`config.mk`:
```
export PLATFORM = sky130hd
export DESIGN_NAME = nmi_ext_sources
export DESIGN_NICKNAME = d
export VERILOG_FILES = /design/src/design/nmi_ext_pkg.sv /design/src/design/nmi_ext_sources.sv /design/src/design/hold_timer.sv
export SDC_FILE = /design/constraint.sdc
export NUM_CORES = 1
export LEC_CHECK = 0
export BUFFER_PORTS_ARGS = -buffer_cell sky130_fd_sc_hd__buf_2
export CORE_ASPECT_RATIO = 0.5
export CORE_MARGIN = 2
export CORE_UTILIZATION = 29
export CTS_BUF_LIST = sky130_fd_sc_hd__clkbuf_2 sky130_fd_sc_hd__clkbuf_4 sky130_fd_sc_hd__clkbuf_8
export CTS_CLUSTER_SIZE = 12
export DETAILED_ROUTE_END_ITERATION = 10
export PLACE_DENSITY = 0.52
export SYNTH_ARGS = -nofsm -noshare
export SYNTH_HDL_FRONTEND = slang
export SYNTH_SLANG_ARGS = --single-unit
```
`constraint.sdc`:
```
create_clock -name clk_i -period 3.7 [get_ports clk_i]
set_input_delay 0.555 -clock clk_i [delete_from_list [all_inputs] [get_ports clk_i]]
set_output_delay 0.555 -clock clk_i [all_outputs]
set_load 0.03 [all_outputs]
```
`src/design/nmi_ext_pkg.sv`:
```
// Package with port addresses, bit positions, reset values and timing constants for the NMI block.
package nmi_ext_pkg;

  localparam logic [15:0] EXT_CSR_PORT = 16'h0461;
  localparam logic [15:0] SW_TRIG_PORT = 16'h0462;
  localparam logic [15:0] RTC_ADDR_PORT = 16'h0070;

  localparam int FS_FLAG_BIT = 7;
  localparam int BT_FLAG_BIT = 6;
  localparam int SW_FLAG_BIT = 5;
  localparam int KIND_BIT = 4;
  localparam int BT_EN_BIT = 3;
  localparam int FS_EN_BIT = 2;
  localparam int SW_EN_BIT = 1;
  localparam int MASTER_EN_BIT = 7;

  localparam logic ENABLE_RST = 1'b0;
  localparam logic KIND_MASTER = 1'b0;
  localparam logic KIND_SLAVE = 1'b1;
  localparam logic [7:0] RDATA_RST = 8'h00;
  localparam logic [6:0] RTC_INDEX_RST = 7'h00;

  localparam int CLK_PERIOD_NS = 8;
  localparam int BM_TIMEOUT_NS = 8000;
  localparam int SLAVE_TIMEOUT_NS = 32000;
  // Least times: round up to whole cycles.
  localparam int BM_TIMEOUT_CYC = (BM_TIMEOUT_NS + CLK_PERIOD_NS - 1) / CLK_PERIOD_NS;
  localparam int SLAVE_TIMEOUT_CYC = (SLAVE_TIMEOUT_NS + CLK_PERIOD_NS - 1) / CLK_PERIOD_NS;

  typedef struct packed {
    logic wr;
    logic rd;
    logic [15:0] addr;
    logic [7:0] wdata;
  } io_req_t;

endpackage

```
`src/design/nmi_ext_sources.sv`:
```
// Extended NMI sources: fail-safe, bus time-out and software NMI with master gate.
`timescale 1ns/100ps
`default_nettype none

// Function
// - Fail-safe terminal count sets status bit 7 and NMI when enabled.
// - Bus master holding the bus over 8 us raises bus time-out, bit 6.
// - Slave not releasing the bus within 32 us also raises bus time-out.
// - Control bit 3 gates both time-out kinds; cleared means no NMI.
// - Bit 4 records whether master or slave time-out caused it.
// - Write to port 462 hex sets bit 5 and NMI if enabled.
// - Combined NMI drives interrupt request two; each source maskable.
// - Master enable bit 7 behind the RTC address port gates all sources.
module nmi_ext_sources
  import nmi_ext_pkg::*;
#(
  parameter int BM_CYCLES = BM_TIMEOUT_CYC,
  parameter int SLAVE_CYCLES = SLAVE_TIMEOUT_CYC
) (
  input wire logic clk_i,
  input wire logic resetn_i,
  input wire io_req_t io_req_i,
  output logic [7:0] io_rdata_o,
  input wire logic failsafe_tc_i,
  input wire logic bus_master_hold_i,
  input wire logic slave_hold_i,
  output logic [6:0] rtc_index_o,
  output logic cpu_interrupt_request_two_o
);

  function automatic logic io_hit(input io_req_t r, input logic [15:0] port);
    return r.addr == port;
  endfunction

  logic failsafe_timeout_flag_q;
  logic bus_timeout_flag_q;
  logic software_triggered_flag_q;
  logic timeout_kind_q;
  logic bt_en_q;
  logic fs_en_q;
  logic sw_en_q;
  logic master_en_q;
  logic [6:0] rtc_index_q;
  logic [7:0] rdata_q;
  logic nmi_q;
  logic bm_expire;
  logic slave_expire;
  logic csr_wr;
  logic sw_trig;
  logic bt_event;
  logic any_pending;
  logic [7:0] csr_val;

  assign csr_wr = io_req_i.wr && io_hit(io_req_i, EXT_CSR_PORT);
  assign sw_trig = io_req_i.wr && io_hit(io_req_i, SW_TRIG_PORT);

  hold_timer #(.LIMIT(BM_CYCLES)) u_bm_timer (
    .clk_i(clk_i),
    .resetn_i(resetn_i),
    .hold_i(bus_master_hold_i),
    .expire_o(bm_expire)
  );

  hold_timer #(.LIMIT(SLAVE_CYCLES)) u_slave_timer (
    .clk_i(clk_i),
    .resetn_i(resetn_i),
    .hold_i(slave_hold_i),
    .expire_o(slave_expire)
  );

  // Time-outs only count as events while their shared enable is set.
  assign bt_event = (bm_expire || slave_expire) && bt_en_q;

  // Enables are written through the CSR; clearing an enable also clears its flag.
  always_ff @(posedge clk_i or negedge resetn_i) begin
    if (!resetn_i) begin
      bt_en_q <= ENABLE_RST;
      fs_en_q <= ENABLE_RST;
      sw_en_q <= ENABLE_RST;
    end else if (csr_wr) begin
      bt_en_q <= io_req_i.wdata[BT_EN_BIT];
      fs_en_q <= io_req_i.wdata[FS_EN_BIT];
      sw_en_q <= io_req_i.wdata[SW_EN_BIT];
    end
  end

  // A source event in the clearing cycle wins, so no event is lost.
  always_ff @(posedge clk_i or negedge resetn_i) begin
    if (!resetn_i) begin
      failsafe_timeout_flag_q <= 1'b0;
    end else if (failsafe_tc_i && fs_en_q) begin
      failsafe_timeout_flag_q <= 1'b1;
    end else if (csr_wr && !io_req_i.wdata[FS_EN_BIT]) begin
      failsafe_timeout_flag_q <= 1'b0;
    end
  end

  always_ff @(posedge clk_i or negedge resetn_i) begin
    if (!resetn_i) begin
      bus_timeout_flag_q <= 1'b0;
    end else if (bt_event) begin
      bus_timeout_flag_q <= 1'b1;
    end else if (csr_wr && !io_req_i.wdata[BT_EN_BIT]) begin
      bus_timeout_flag_q <= 1'b0;
    end
  end

  // When both kinds expire together the slave is reported.
  always_ff @(posedge clk_i or negedge resetn_i) begin
    if (!resetn_i) begin
      timeout_kind_q <= KIND_MASTER;
    end else if (bt_event) begin
      timeout_kind_q <= slave_expire ? KIND_SLAVE : KIND_MASTER;
    end
  end

  always_ff @(posedge clk_i or negedge resetn_i) begin
    if (!resetn_i) begin
      software_triggered_flag_q <= 1'b0;
    end else if (sw_trig && sw_en_q) begin
      software_triggered_flag_q <= 1'b1;
    end else if (csr_wr && !io_req_i.wdata[SW_EN_BIT]) begin
      software_triggered_flag_q <= 1'b0;
    end
  end

  // Low bits select the clock register; the NMI logic only needs bit 7.
  always_ff @(posedge clk_i or negedge resetn_i) begin
    if (!resetn_i) begin
      master_en_q <= ENABLE_RST;
      rtc_index_q <= RTC_INDEX_RST;
    end else if (io_req_i.wr && io_hit(io_req_i, RTC_ADDR_PORT)) begin
      master_en_q <= io_req_i.wdata[MASTER_EN_BIT];
      rtc_index_q <= io_req_i.wdata[6:0];
    end
  end

  always_comb begin
    csr_val = 8'h00;
    csr_val[FS_FLAG_BIT] = failsafe_timeout_flag_q;
    csr_val[BT_FLAG_BIT] = bus_timeout_flag_q;
    csr_val[SW_FLAG_BIT] = software_triggered_flag_q;
    csr_val[KIND_BIT] = timeout_kind_q;
    csr_val[BT_EN_BIT] = bt_en_q;
    csr_val[FS_EN_BIT] = fs_en_q;
    csr_val[SW_EN_BIT] = sw_en_q;
  end

  // Read data stays until the next read; other ports read as zero.
  always_ff @(posedge clk_i or negedge resetn_i) begin
    if (!resetn_i) begin
      rdata_q <= RDATA_RST;
    end else if (io_req_i.rd) begin
      rdata_q <= io_hit(io_req_i, EXT_CSR_PORT) ? csr_val : 8'h00;
    end
  end

  assign any_pending = (failsafe_timeout_flag_q && fs_en_q)
                    || (bus_timeout_flag_q && bt_en_q)
                    || (software_triggered_flag_q && sw_en_q);

  // Registered so the processor input never sees decode glitches.
  always_ff @(posedge clk_i or negedge resetn_i) begin
    if (!resetn_i) begin
      nmi_q <= 1'b0;
    end else begin
      nmi_q <= master_en_q && any_pending;
    end
  end

  assign cpu_interrupt_request_two_o = nmi_q;
  assign io_rdata_o = rdata_q;
  assign rtc_index_o = rtc_index_q;

  // Independent run-length counters for checking the time-out figures.
  localparam int RW = $clog2(SLAVE_CYCLES + 1);
  logic [RW-1:0] bm_run_q;
  logic [RW-1:0] sl_run_q;

  always_ff @(posedge clk_i or negedge resetn_i) begin
    if (!resetn_i) begin
      bm_run_q <= '0;
      sl_run_q <= '0;
    end else begin
      bm_run_q <= !bus_master_hold_i ? '0 : (bm_run_q == RW'(BM_CYCLES) ? bm_run_q : bm_run_q + 1'b1);
      sl_run_q <= !slave_hold_i ? '0 : (sl_run_q == RW'(SLAVE_CYCLES) ? sl_run_q : sl_run_q + 1'b1);
    end
  end
endmodule
`default_nettype wire

```
`src/design/hold_timer.sv`:
```
// Counts consecutive cycles of a held condition and pulses once when a limit is reached.
`timescale 1ns/100ps
`default_nettype none

module hold_timer #(
  parameter int LIMIT = 1000
) (
  input wire logic clk_i,
  input wire logic resetn_i,
  input wire logic hold_i,
  output logic expire_o
);

  localparam int CW = $clog2(LIMIT + 1);
  localparam logic [CW-1:0] LAST = CW'(LIMIT - 1);

  logic [CW-1:0] count_q;
  logic expire_q;

  // The counter stops at the limit so one long hold gives a single pulse.
  always_ff @(posedge clk_i or negedge resetn_i) begin
    if (!resetn_i) begin
      count_q <= '0;
    end else if (!hold_i) begin
      count_q <= '0;
    end else if (count_q != CW'(LIMIT)) begin
      count_q <= count_q + 1'b1;
    end
  end

  always_ff @(posedge clk_i or negedge resetn_i) begin
    if (!resetn_i) begin
      expire_q <= 1'b0;
    end else begin
      expire_q <= hold_i && (count_q == LAST);
    end
  end

  assign expire_o = expire_q;

endmodule
`default_nettype wire

```
==> results.py <==
metrics = {
    "status": {
        "outcome": "finished, final reports clean",
    },
    "floorplanning": {
        "die_w_um": 127.6,
        "boundaryPins": 47,
        "chipHeight_um": 65.80,
        "start_util": 0.3002,
        "row_count": 22,
        "dieArea_um2": 8394,
        "core_area_um2": 7377,
    },
    "drt": {
        "vias": 1610,
        "wire_per_inst_um": 12.76,
        "via_per_inst": 4.694,
        "dr.first_iter.drc_count": 117,
        "route.detailed.drc": 0,
        "firstDrtPassIters": 4,
        "ant_nets": 0,
        "totalWireLength_um": 4377,
    },
    "layout": {
        "stdcell_area_um2": 2641,
        "area_delta_synth_final_pct": 19.27,
        "final_cell_mix": "dfrtp_1 (47), buf_2 (45), nand2_1 (14)",
        "drive_gt1_frac": 0.2955,
        "nNetsFinal": 281,
        "stdcell_count": 343,
        "diodes": 0,
        "layout_commonest_cell": "dfrtp_1",
    },
    "timing": {
        "tns_ns": 0,
        "finalMaxSlewViolations": 0,
        "worst-slew-pin-transition_ns": 0.5965,
        "finalSetupViolCount": 0,
        "slew_headroom": 0.6023,
        "hold_violations": 0,
        "period_share": 0.4382,
        "rsz0062_at_grt": "false",
        "fin_crit_ns": 1.621,
        "clock-skew-final_ns": 0.005998,
        "clock.fmax_mhz": 616.7,
    },
    "worst_setup_path": {
        "start_kind": "input port",
        "worstPathArrival_ns": 1.81,
        "max_stage_delay_ns": 0.38,
        "critPathMaxFanout": 8,
        "crit_type": "input port to flop",
        "cp_cell_sequence": "buf_2 -> nor4b_1 -> nand2_1 -> nor2_4 -> mux2_2",
        "cp-end-kind": "flop",
        "worst-r2r-cell-count": 5,
        "cp_slowest_cell": "nor4b_1",
        "cp.required_ns": 3.89,
    },
    "global_route": {
        "first_global_vias": 1618,
        "overflow": 0,
        "grt_max_degree": 48,
        "grt_pass1_wl_um": 7486,
        "grtUsageTotal": 0.1138,
        "antenna_found_initial": 0,
    },
    "flow_run": {
        "max_cap_violations": 0,
    },
    "clock_network": {
        "post-cts-setup-buffers": 0,
        "htreeDepth": 2,
        "numCtsBuffers": 5,
        "ctsLongestPathBuffers": 2,
        "clk_pin_slew_ns": 0.09,
        "clkSinkCount": 47,
        "cts_tree": "done",
        "ctsHoldBuffers": 0,
        "cts-root-buf": "clkbuf_8",
        "insertion_delay_ns": 0.29,
        "post_cts_resized": 0,
    },
    "pwr": {
        "power_density_nw_per_um2": 337.1,
        "vdd_ir_drop_max_mv": 0.1046,
        "p_leak_nw": 1.241,
    },
    "placement": {
        "gp_congestion": 0.7527,
        "port_buffers": 45,
        "dp_cells": 335,
        "dpl.hpwl_um": 3144,
        "place_area_um2": 2552,
    },
    "synth": {
        "syn_inst": 196,
        "postSynthAreaPerCell_um2": 11.30,
        "yosys_warnings": 0,
        "yosysUniqueCellTypes": 40,
        "synth-main-ff-cell": "dfrtp_1",
        "synthArstFlopShare": 1.000,
        "ys_seq_elements": 47,
        "ys_seq_area_frac": 0.5311,
        "synth_edf_count": 0,
        "netlist_area_um2": 2215,
        "synth_nets": 231,
    },
    "min_path": {
        "hp-class": "input port to async pin",
    },
}
## metrics by stage
| step | hold slack (ns) | util | worst slack (ns) | power, mW |
|---|---|---|---|---|
| 6_report | 0.3392 | 0.3580 | 2.079 | 0.8903 |
| 5_1_grt | 0.3957 | 0.3580 | 2.002 | 0.9419 |
| 4_1_cts | 0.3607 | 0.3580 | 2.051 | 0.9051 |
| 3_5_place_dp | 0.4919 | 0.3460 | 1.735 | 0.5956 |
| 3_3_place_gp | 0.4833 | 0.3460 | 1.777 | 0.5936 |
| 2_1_floorplan | 0.2594 | - | 2.005 | 0.5589 |
## per-layer routing
layer | vias up | global-route usage | share of wire
li1 | 796 | - | -
met3 | 2 | 0.02994 | 0.048
met4 | 0 | 0.04533 | 0.0087
met1 | 779 | 0.1492 | 0.50
met5 | - | 0 | 0
met2 | 33 | 0.1818 | 0.45
## where the power goes
group	switching [mW]	internal, mW
Clock	0.175	0.132
Combinational	0.0346	0.0237
Sequential	0.00739	0.518
Total	0.217	0.674
## area by class of cell
class	instances	area [um^2]
well taps	96	120.1
fillers	754	4736
inverters	8	30.03
multi-input cells	138	993.5
clock buffers	5	68.82
flip-flops and latches	47	1176
repair buffers	46	232.7
clock inverters	3	20.02
## cells by family after synthesis
kind of cell,share of synthesized area
simple gates,0.2305
flops,0.5311
xor+xnor,0.06327
other cells,0.001693
mux,0.06045
fa+ha+maj,0.02260
compound gates,0.07006
buf+inv,0.02034
## cell usage after synthesis, drive strengths merged (2+ instances only)
cell type | n | area share
mux2 | 11 | 0.056
and4 | 2 | 0.0079
nand4 | 4 | 0.014
xor2 | 6 | 0.024
or3 | 2 | 0.0056
nor4b | 3 | 0.015
nand3b | 4 | 0.014
clkbuf | 2 | 0.0034
a22o | 8 | 0.032
inv | 8 | 0.014
nor3 | 4 | 0.0090
and3 | 4 | 0.011
nor2 | 14 | 0.029
o21ai | 7 | 0.016
dfrtp | 47 | 0.53
xnor2 | 10 | 0.040
ha | 4 | 0.023
nor2b | 3 | 0.0085
a21oi | 2 | 0.0045
and2 | 7 | 0.020
nand2 | 14 | 0.024
nand3 | 13 | 0.029
nor4 | 5 | 0.028
## worst max-delay path, delay by kind of cell
kind	cells	cell delay [ns]
simple gates	3	0.77
mux	1	0.37
buf+inv	1	0.10
## sequential cells by signal, indices dropped and copies added, names as in the netlist, 7 cells and up
name and flops:
io_rdata_o 7, u_slave_timer.count_q 12, u_bm_timer.count_q 10, rtc_index_o 7
## path summary, 6_finish.rpt
check | from | end | slack [ns]
min reg2reg | rtc_index_o[6]$_DFFE_PN0P_ | rtc_index_o[6]$_DFFE_PN0P_ | 0.51
max | io_req_i[8] | master_en_q$_DFFE_PN0P_ | 2.08
min | resetn_i | u_slave_timer.count_q[10]$_DFFE_PN0P_ | 0.34
max in group asynchronous | resetn_i | rtc_index_o[2]$_DFFE_PN0P_ | 2.96
max reg2reg | u_slave_timer.count_q[0]$_DFFE_PN0P_ | u_slave_timer.count_q[10]$_DFFE_PN0P_ | 2.21
min in group clk_i | io_req_i[6] | rtc_index_o[6]$_DFFE_PN0P_ | 0.48
No activity file was read; power rests on OpenSTA's default activity.
